$ cat src/include/dram_seq_pkg.sv
// Constants and types shared by the interleaved DRAM state sequencer.
package dram_seq_pkg;
  localparam int unsigned CLOCK_HZ = 10000000;
  localparam int unsigned ADDR_WIDTH = 32;
  localparam int unsigned BANK_BIT = 2;
  localparam int unsigned SELECT_COUNT = 5;
  localparam int unsigned ROW_STROBE_CLOCKS = 2;
  localparam int unsigned PRECHARGE_CLOCKS = 2;
  localparam logic [2:0] SEQ_COUNT_ZERO = 3'h0;
  localparam logic RESET_ROW_STROBE_N = 1'b1;
  localparam logic RESET_ROW_SELECT = 1'b1;
  localparam logic RESET_MUX_ENABLE_N = 1'b0;
  typedef enum logic [2:0] {
    ST_IDLE,
    ST_ROW,
    ST_COLUMN,
    ST_REFRESH,
    ST_PRECHARGE
  } seq_state_t;
endpackage

$ cat src/hdl/input_sync.sv
// Three-stage synchroniser with agreement filter for pin-level inputs.
`timescale 1ns/10ps
`default_nettype none
module input_sync
#(
  parameter int unsigned WIDTH = 1
)
(
  input wire logic clk,
  input wire logic rstn,
  input wire logic [WIDTH-1:0] pin,
  input wire logic [WIDTH-1:0] reset_value,
  output logic [WIDTH-1:0] level
);
  logic [WIDTH-1:0] stage1;
  logic [WIDTH-1:0] stage2;
  logic [WIDTH-1:0] stage3;
  logic primed;

  // The reset value is loaded once, after release, so that no port feeds an async load.
  always_ff @(posedge clk or negedge rstn)
  begin
    if (!rstn)
    begin
      stage1 <= '0;
      stage2 <= '0;
      stage3 <= '0;
      level <= '0;
      primed <= 1'b0;
    end
    else
    begin
      stage1 <= pin;
      primed <= 1'b1;
      if (!primed)
      begin
        // The later stages start at the reset value too; cleared, they would agree on zero.
        stage2 <= reset_value;
        stage3 <= reset_value;
        level <= reset_value;
      end
      else
      begin
        stage2 <= stage1;
        stage3 <= stage2;
        for (int i = 0; i < int'(WIDTH); i++)
        begin
          if (stage2[i] == stage3[i])
          begin
            level[i] <= stage3[i];
          end
        end
      end
    end
  end
endmodule
`default_nettype wire

$ cat src/hdl/dram_state_sequencer.sv
// Interleaved two-bank DRAM state sequencer.
//
// Overview of operation
// - Start cycles and track them until done.
// - Accept bus-master and refresh requests.
// - Access when all selects active; else queue.
// - Sample selects at phase start; clear queue.
// - Address bit two picks bank at start.
// - Refresh request mid-phase starts refresh soon.
// - Two row strobes, two mux controls registered.
// - Row strobes change only at phase start.
// - Mux enable off in refresh; mid-phase changes.
// - Keep registered copy of active bank.
// - Registered on fast clock; phase sampled always.
// - Ignore inputs when setup is unsafe.
// - Phase start and middle edges defined.
`timescale 1ns/10ps
`default_nettype none
module dram_state_sequencer
  import dram_seq_pkg::*;
#(
  parameter int unsigned ROW_CLOCKS = ROW_STROBE_CLOCKS,
  parameter int unsigned PRE_CLOCKS = PRECHARGE_CLOCKS
)
(
  input wire logic clk,
  input wire logic rstn,
  input wire logic phase,
  input wire logic select_in_0_n,
  input wire logic select_in_1_n,
  input wire logic select_in_2_n,
  input wire logic select_in_3_n,
  input wire logic select_in_4_n,
  input wire logic bank_address_bit,
  input wire logic refresh_request,
  output logic bank0_row_strobe_n,
  output logic bank1_row_strobe_n,
  output logic row_column_select,
  output logic addr_mux_enable_n
);
  // Idle levels: all five selects high, phase, bank and refresh low.
  // Phase starts low so that no false start edge follows reset.
  localparam logic [7:0] SYNC_RESET = 8'h3E;

  typedef struct packed {
    seq_state_t state;
    logic [2:0] count;
    logic pending_request_flag;
    logic active_bank_reg;
    logic bank0_row_strobe_n;
    logic bank1_row_strobe_n;
    logic row_column_select;
    logic addr_mux_enable_n;
    logic phase_prev;
  } seq_regs_t;

  seq_regs_t cur;
  seq_regs_t next_cur;
  logic [7:0] sync_level;
  logic all_selected;
  logic start_edge;
  logic middle_edge;
  logic want_refresh;

  // Phase, selects and refresh come from other logic, so they pass the agreement filter.
  input_sync #(.WIDTH(8)) sync_inputs
  (
    .clk(clk),
    .rstn(rstn),
    .pin({refresh_request, bank_address_bit, select_in_4_n, select_in_3_n,
      select_in_2_n, select_in_1_n, select_in_0_n, phase}),
    .reset_value(SYNC_RESET),
    .level(sync_level)
  );

  // A start-of-phase edge follows phase going high; every other clock edge counts as mid-phase.
  assign start_edge = sync_level[0] && !cur.phase_prev;
  assign middle_edge = !start_edge;
  assign all_selected = ~|sync_level[5:1];
  assign want_refresh = sync_level[7];

  always_comb
  begin
    next_cur = cur;
    next_cur.phase_prev = sync_level[0];
    if (start_edge)
    begin
      // Selects are only looked at on the start edge; other samples are masked.
      if (all_selected && cur.state != ST_IDLE)
      begin
        next_cur.pending_request_flag = 1'b1;
      end
      unique case (cur.state)
        ST_IDLE:
        begin
          if (all_selected || cur.pending_request_flag)
          begin
            next_cur.state = ST_ROW;
            next_cur.active_bank_reg = sync_level[6];
            next_cur.bank0_row_strobe_n = sync_level[6];
            next_cur.bank1_row_strobe_n = !sync_level[6];
            next_cur.count = SEQ_COUNT_ZERO;
            next_cur.pending_request_flag = 1'b0;
          end
        end
        ST_ROW:
        begin
          next_cur.state = ST_COLUMN;
        end
        ST_COLUMN:
        begin
          next_cur.count = cur.count + 3'h1;
          if (cur.count >= 3'(ROW_CLOCKS - 1))
          begin
            next_cur.bank0_row_strobe_n = 1'b1;
            next_cur.bank1_row_strobe_n = 1'b1;
            next_cur.state = ST_PRECHARGE;
            next_cur.count = SEQ_COUNT_ZERO;
          end
        end
        ST_REFRESH:
        begin
          next_cur.count = cur.count + 3'h1;
          if (cur.count >= 3'(ROW_CLOCKS - 1))
          begin
            next_cur.bank0_row_strobe_n = 1'b1;
            next_cur.bank1_row_strobe_n = 1'b1;
            next_cur.state = ST_PRECHARGE;
            next_cur.count = SEQ_COUNT_ZERO;
          end
          else
          begin
            next_cur.bank0_row_strobe_n = 1'b0;
            next_cur.bank1_row_strobe_n = 1'b0;
          end
        end
        ST_PRECHARGE:
        begin
          next_cur.count = cur.count + 3'h1;
          if (cur.count >= 3'(PRE_CLOCKS - 1))
          begin
            next_cur.state = ST_IDLE;
          end
        end
      endcase
    end
    else if (middle_edge)
    begin
      // Mux controls move mid-phase, at least one clock away from the strobes.
      if (cur.state == ST_ROW)
      begin
        next_cur.row_column_select = 1'b0;
      end
      else if (cur.state == ST_PRECHARGE || cur.state == ST_IDLE)
      begin
        next_cur.row_column_select = 1'b1;
        next_cur.addr_mux_enable_n = 1'b0;
      end
      // Refresh beats a queued access but never cuts into a running one.
      if (cur.state == ST_IDLE && want_refresh)
      begin
        next_cur.state = ST_REFRESH;
        next_cur.count = SEQ_COUNT_ZERO;
        next_cur.addr_mux_enable_n = 1'b1;
      end
    end
  end

  always_ff @(posedge clk or negedge rstn)
  begin
    if (!rstn)
    begin
      cur.state <= ST_IDLE;
      cur.count <= SEQ_COUNT_ZERO;
      cur.pending_request_flag <= 1'b0;
      cur.active_bank_reg <= 1'b0;
      cur.bank0_row_strobe_n <= RESET_ROW_STROBE_N;
      cur.bank1_row_strobe_n <= RESET_ROW_STROBE_N;
      cur.row_column_select <= RESET_ROW_SELECT;
      cur.addr_mux_enable_n <= RESET_MUX_ENABLE_N;
      cur.phase_prev <= 1'b1;
    end
    else
    begin
      cur <= next_cur;
    end
  end

  assign bank0_row_strobe_n = cur.bank0_row_strobe_n;
  assign bank1_row_strobe_n = cur.bank1_row_strobe_n;
  assign row_column_select = cur.row_column_select;
  assign addr_mux_enable_n = cur.addr_mux_enable_n;

  a_strobe_phase: assert property (@(posedge clk) disable iff (!rstn)
    ($changed(bank0_row_strobe_n) || $changed(bank1_row_strobe_n)) |-> $past(start_edge))
    else $error("Row strobe moved off a phase start.");
  a_mux_phase: assert property (@(posedge clk) disable iff (!rstn)
    ($changed(row_column_select) || $changed(addr_mux_enable_n)) |-> !$past(start_edge))
    else $error("Mux control moved off a phase middle.");
  a_refresh_mux: assert property (@(posedge clk) disable iff (!rstn)
    cur.state == ST_REFRESH |-> addr_mux_enable_n)
    else $error("Mux enabled during refresh.");
  a_one_bank: assert property (@(posedge clk) disable iff (!rstn)
    (cur.state == ST_COLUMN) |-> (bank0_row_strobe_n == cur.active_bank_reg)
      && (bank1_row_strobe_n != cur.active_bank_reg))
    else $error("Wrong bank strobed during access.");
  a_start_access: assert property (@(posedge clk) disable iff (!rstn)
    (start_edge && cur.state == ST_IDLE && all_selected) |=> cur.state == ST_ROW)
    else $error("Selected access did not start.");
  a_queue_set: assert property (@(posedge clk) disable iff (!rstn)
    (start_edge && cur.state != ST_IDLE && all_selected) |=> cur.pending_request_flag)
    else $error("Busy request not queued.");
  a_queue_clear: assert property (@(posedge clk) disable iff (!rstn)
    (cur.state == ST_ROW) |-> !cur.pending_request_flag)
    else $error("Queue not cleared at access start.");
  a_refresh_go: assert property (@(posedge clk) disable iff (!rstn)
    (middle_edge && cur.state == ST_IDLE && want_refresh) |=> cur.state == ST_REFRESH)
    else $error("Refresh not started.");
  c_access: cover property (@(posedge clk) disable iff (!rstn) cur.state == ST_COLUMN);
  c_refresh: cover property (@(posedge clk) disable iff (!rstn) cur.state == ST_REFRESH);
  c_queued: cover property (@(posedge clk) disable iff (!rstn) cur.pending_request_flag);
endmodule
`default_nettype wire

$ cat config.mk
export PLATFORM = sky130hd
export DESIGN_NAME = dram_state_sequencer
export DESIGN_NICKNAME = d
export VERILOG_FILES = /design/src/include/dram_seq_pkg.sv /design/src/hdl/input_sync.sv /design/src/hdl/dram_state_sequencer.sv
export SDC_FILE = /design/constraint.sdc
export NUM_CORES = 1
export LEC_CHECK = 0
export BUFFER_PORTS_ARGS = -buffer_cell sky130_fd_sc_hd__buf_2
export CAP_MARGIN = 0
export CORE_MARGIN = 2
export CORE_UTILIZATION = 57
export CTS_CLUSTER_DIAMETER = 40
export DETAILED_ROUTE_END_ITERATION = 8
export GPL_TIMING_DRIVEN = 1
export PLACE_DENSITY = 0.77
export SETUP_SLACK_MARGIN = 0.1
export SLEW_MARGIN = 10
export SYNTH_ARGS = -nofsm -noshare
export SYNTH_HDL_FRONTEND = slang
export SYNTH_SLANG_ARGS = --single-unit
export TNS_END_PERCENT = 50
$ cat constraint.sdc
create_clock -name clk -period 2.3 [get_ports clk]
set_input_delay 0.345 -clock clk [delete_from_list [all_inputs] [get_ports clk]]
set_output_delay 0.345 -clock clk [all_outputs]
set_load 0.05 [all_outputs]
---- After elaboration in Yosys (flattened, before gate mapping) ----
Cells that the tools add are included.
word-level totals
  flip-flop bits (word level) ............. 46
  bits of input ports ..................... 10
  output and inout port bits .............. 4
operators by class
  add/subtract/negate cells ............... 1
  order comparisons ....................... 1
  equality and inequality tests ........... 27
  mux-type cells .......................... 27
  bitwise operators ....................... 1
  reduce and logical (&&, ||, !) cells .... 22
operators by type and width
  cell                                                               number
  2-to-1 mux 8 bit                                                   3
  != test 2 bit, second input constant                               10
  2-to-1 mux 6 bit                                                   3
  2-to-1 mux 1 bit                                                   12
  one-hot mux 3 bit (4 select lines)                                 1
  2-to-1 mux 10 bit                                                  1
  one-hot mux 3 bit (3 select lines)                                 1
  AND reduction 3 bit                                                3
  equality test 1 bit                                                8
  2-to-1 mux 2 bit                                                   4
  AND reduction 4 bit                                                2
  equality test 3 x 2 -> 1 bit, second input constant                2
  != test 3 bit, second input constant                               2
  one-hot mux 2 bit (3 select lines)                                 1
  nonzero test 2 bit                                                 3
  nonzero test 3 bit                                                 2
  OR reduction 5 bit                                                 1
  != test 4 x 2 -> 1 bit, second input constant                      1
  adder 3 x 1 -> 3 bit, second input constant                        1
  equality test 3 x 1 -> 1 bit, second input constant                1
  equality test 3 bit, second input constant                         1
  greater-or-equal comparator 3 x 1 -> 1 bit, second input constant  1
  logical AND 1 bit                                                  3
  zero test 1 bit                                                    3
  other kinds (8)                                                    9

---- Depth between registers and ports, before layout ----
  depth in word-level cells ............... 7
  mapped depth ............................ 7
  gate-level depth less buffers ........... 7

---- Cells and area by module ----
From an unflattened synthesis, not the netlist that was laid out.
unflattened totals
  cell total of the unflattened synthesis .. 181
  area total of the unflattened synthesis .. 1909.3 sq um
modules (own cells, without submodules)
  module                times used  cells an instance  area an instance (sq um)  sequential area each (sq um)
  input_sync            1           101                1146.1                    825.8
  dram_state_sequencer  1           80                 763.2                     305.3

---- Worst setup path after synthesis ----
Ideal clock, no wire load.
  kind .................................... register to register
  start ................................... register cur[7] (netlist name)
  end ..................................... register, netlist name bank0_row_strobe_n
  library setup time ...................... 0.085 ns
  arrival time ............................ 1.536 ns
  slack ................................... 0.679 ns
  cell stages (with the launch flop) ...... 6
  buffers on the path ..................... 0
  period minus slack after synthesis ...... 1.621 ns
  cell sequence ........................... dfrtp_1 ha_1 or4_4 nor2_2 o22ai_1 mux2_1
on the way
  longest elaborated chain between the ends .. 3
  elaborated cells between the ends (all ways) .. 5
  those cells by class .................... order compare (1); eq/ne (1); mux (2); reduce/logical (1)
RTL lines
  what                                                                       line                                                      source
  start: declaration                                                         dram_state_sequencer.sv:57                                seq_regs_t cur;
  start signal: assignment                                                   dram_state_sequencer.sv:185                               cur <= next_cur;
  greater-or-equal comparator 3 x 1 -> 1 bit *                               dram_state_sequencer.sv:113, dram_state_sequencer.sv:124
  2-to-1 mux 2 bit or != test 2 bit (tied branches)                          --
  one-hot mux 2 bit (3 select lines) or AND reduction 4 bit (tied branches)  --
Every way passes the cells marked *; elsewhere a longest branch is shown, timed or not.
A chain may end at the register's enable or synchronous reset.

---- Worst setup path in the final report ----
  start ................................... register cur[8] (netlist name)
  end ..................................... register cur[9] (netlist name)
on the way
  longest elaborated chain between the ends .. 4
  elaborated cells between the ends (all ways) .. 5
  those cells by class .................... add/sub (1); order compare (1); mux (3)
RTL lines
  what                                                                                line                                                      source
  adder 3 x 1 -> 3 bit or greater-or-equal comparator 3 x 1 -> 1 bit (tied branches)  --
  2-to-1 mux 6 bit                                                                    dram_state_sequencer.sv:113, dram_state_sequencer.sv:124
  one-hot mux 3 bit (3 select lines) *                                                dram_state_sequencer.sv:93                                unique case (cur.state)
  2-to-1 mux 6 bit *                                                                  dram_state_sequencer.sv:86                                if (start_edge)
Every way passes the cells marked *; elsewhere a longest branch is shown, timed or not. The select of a mux whose other input is x is not followed.

==> results.cfg <==
[run_status]
run_status = complete, no violations

[synth]
synth_area_um2 = 1770
synth_top_family_by_area = simple AND/OR/NAND/NOR gates
synthMuxAreaShare_pct = 1.91
synthAdderAreaFrac_pct = 1.41
syn_inst = 153
syn_avg_cell_area_um2 = 11.6
yosysWarningCount = 0
synth-xor-area-share_pct = 0
ys_seq_area_share_pct = 63.9
syn_nets = 165
synthSimpleGateAreaFrac_pct = 15.5
synth_seq_cells = 45
synth_cell_types = 34
synth-compound-area-share_pct = 14.5

[floorplan]
io_pins = 14
die_area_um2 = 3570
core_um2 = 3000
die_x_um = 59.7
die_y_um = 59.7
initial_core_util_pct = 59.0
rows = 20

[routing]
ant_nets = 0
via_per_inst = 5.62
remaining_drc_errors = 0
dr.pass1.iters = 4
wire_per_inst_um = 13.7
first_iter_violations = 89
totalWireLength_mm = 2.79
vias = 1146

[place]
dpl-instance-area_um2 = 1870
dpl.hpwl_mm = 2.00
gp_congestion = 0.925
port_buffers = 13

[clock_tree]
hold_buffers = 1
numCtsBuffers = 5
clockBufferDepth = 2
clkLatencyLatePin_ns = 0.35
clock-sinks = 45
root_buffer = clkbuf_4
post_cts_buffers = 0
cts_tree = built
path_clk_slew_ns = 0.12
cts.repair.resized = 0
htreeDepth = 2

[grt]
grt_max_degree = 31
antenna_found_initial = 0
grt_pass1_vias = 1158
grt_first_pass_wirelength_mm = 5.15
track_usage_pct = 20.0
overflow = 0

[timing]
tightest_slew_ns = 0.626
clock-skew-final_ns = 0.00946
fin_crit_sh_pct = 77.0
rsz0062_at_grt = false
setup-tns-final_ns = 0
finalCriticalPeriod_ns = 1.77
max_freq_mhz = 565
slew_headroom_pct = 58.2
setup_viol = 0
hold_viol = 0
finalMaxSlewViolations = 0

[critical_path]
crit_arrival_ns = 2.06
critical_path_class = flop to flop
r2r_slack_ns = 0.53
critPathCaptureType = flop
cp_max_fo = 5
cp.required_ns = 2.59
setup.worst_path.start_class = flop

[power_and_ir_drop]
peakVddDrop_mv = 0.472
power.density_nw_per_um2 = 731
p_leak_nw = 0.856

[layout]
final_nets = 182
drive_above_1_share_pct = 19.9
syn_to_final_growth_pct = 9.12
final_area_um2 = 1930
final_util_pct = 64.3
diodes = 0

[worst_hold_path]
hp-class = input pin to flop

[run]
maxCapViolCount = 0
[cells in the final DEF, fill, tap and decap left out, types with 2 or more instances in the layout]
| cell type | instances |
|---|---|
| dfrtp_1 | 41 |
| buf_2 | 13 |
| nand2b_1 | 11 |
| a21oi_1 | 11 |
| o21ai_0 | 10 |
| nand2_1 | 10 |
| nor2_1 | 10 |
| and2_1 | 6 |
| inv_1 | 5 |
| clkbuf_4 | 5 |
| o22ai_1 | 4 |
| dfstp_2 | 4 |
| a21boi_0 | 3 |
| a31oi_1 | 3 |
| nor2_2 | 3 |
| nor2b_1 | 2 |
| nor4_2 | 2 |
| a21o_1 | 2 |
| nor3b_1 | 2 |
| mux2_1 | 2 |
| o31ai_1 | 2 |
| ha_1 | 2 |
| clkinvlp_4 | 2 |
| buf_4 | 2 |
[path summary, 6_finish.rpt]
path                                      startpoint                     to  cells after the start
worst max-delay path                          cur[8]                 cur[9]                      6
worst min-delay path                   select_in_0_n  sync_inputs.stage1[1]                      1
worst max register to register                cur[8]                 cur[9]                      6
worst min register to register  sync_inputs.level[0]                 cur[0]                      0
max in group asynchronous                       rstn      row_column_select                      3
min in group asynchronous                       rstn   sync_inputs.level[6]                      2
[per-stage QoR]
stage               hold WS (ns)  instances  setup WS, ns  total power, mW
finish                    0.0953        204         0.529             1.41
global placement           0.394        195         0.638             1.05
detailed placement         0.393        195         0.569             1.06
CTS                       0.0763        204         0.539             1.42
floorplan                 0.0494        153         0.679             1.01
global route              0.0406        204         0.317             1.51
[kinds of logic (layout without fill, tap and decap cells)]
| family | count (synthesis) | in the layout |
|---|---|---|
| adder cells (fa/ha/maj) | 2 | 2 |
| buffers and inverters | 11 | 29 |
| multiplexers | 3 | 3 |
| AND/OR/NAND/NOR | 49 | 49 |
| flip-flops | 45 | 45 |
| other | 1 | 1 |
| AO/OA/AOI/OAI | 42 | 42 |
[critical path: stages, from the launching register on]
cell     delay [ns]
dfrtp_1        0.45
inv_1          0.07
ha_1           0.20
nor4_2         0.36
a31oi_1        0.26
nor3b_1        0.27
a211o_1        0.12
[cell usage after synthesis, drive strengths merged]
| cell | number | area [µm²] |
|---|---|---|
| a21o | 2 | 15.0 |
| nor2 | 13 | 56.3 |
| conb | 1 | 3.75 |
| o21a | 1 | 7.51 |
| clkbuf | 3 | 11.3 |
| a21oi | 12 | 63.8 |
| nor4 | 2 | 25.0 |
| a21boi | 3 | 22.5 |
| and3 | 1 | 6.26 |
| o221ai | 1 | 8.76 |
| o22ai | 4 | 25.0 |
| mux2 | 3 | 33.8 |
| nor3b | 2 | 15.0 |
| and2 | 6 | 37.5 |
| o21ai | 11 | 55.1 |
| a22oi | 1 | 7.51 |
| a31oi | 3 | 18.8 |
| ha | 2 | 25.0 |
| nand2b | 11 | 68.8 |
| inv | 5 | 18.8 |
| a211o | 1 | 8.76 |
| or4 | 1 | 11.3 |
| nand2 | 10 | 37.5 |
| o31ai | 2 | 15.0 |
| buf | 3 | 15.0 |
| dfrtp | 41 | 1030 |
| dfstp | 4 | 105 |
| o2bb2ai | 1 | 8.76 |
| nand3 | 1 | 5.00 |
| nor2b | 2 | 12.5 |
[routing by layer]
layer | vias up | part of all wire [%] | global-route usage (%) | wire length (µm)
met5 | - | 0 | 0 | 0
met4 | 0 | 0.79 | 6.98 | 22
met3 | 4 | 4.8 | 7.36 | 133
met2 | 34 | 50 | 30.9 | 1400
met1 | 553 | 44 | 26.4 | 1240
li1 | 555 | - | - | -
[state kept, by name, indices dropped and copies added (netlist names)]
register,cells
bank0_row_strobe_n,1
sync_inputs.stage3,8
bank1_row_strobe_n,1
row_column_select,1
sync_inputs.primed,1
addr_mux_enable_n,1
sync_inputs.stage1,8
cur,8
sync_inputs.level,8
sync_inputs.stage2,8
[power breakdown]
part           internal (mW)  total (mW)  leakage [nW]  switching (mW)
combinational         0.0657       0.165         0.318          0.0990
clock                  0.120       0.362        0.0245           0.242
sequential             0.834       0.885         0.514          0.0509
total                   1.02        1.41         0.856           0.392
[area by class of cell]
class,count,area (µm²)
Timing Repair Buffer,16,90.1
Clock buffer,6,41.3
Fill cell,239,1070
Multi-Input combinational cell,97,594
Sequential cell,45,1130
Tap cell,33,41.3
Clock inverter,2,15.0
Inverter,5,18.8
No activity file was read; power rests on OpenSTA's default activity.
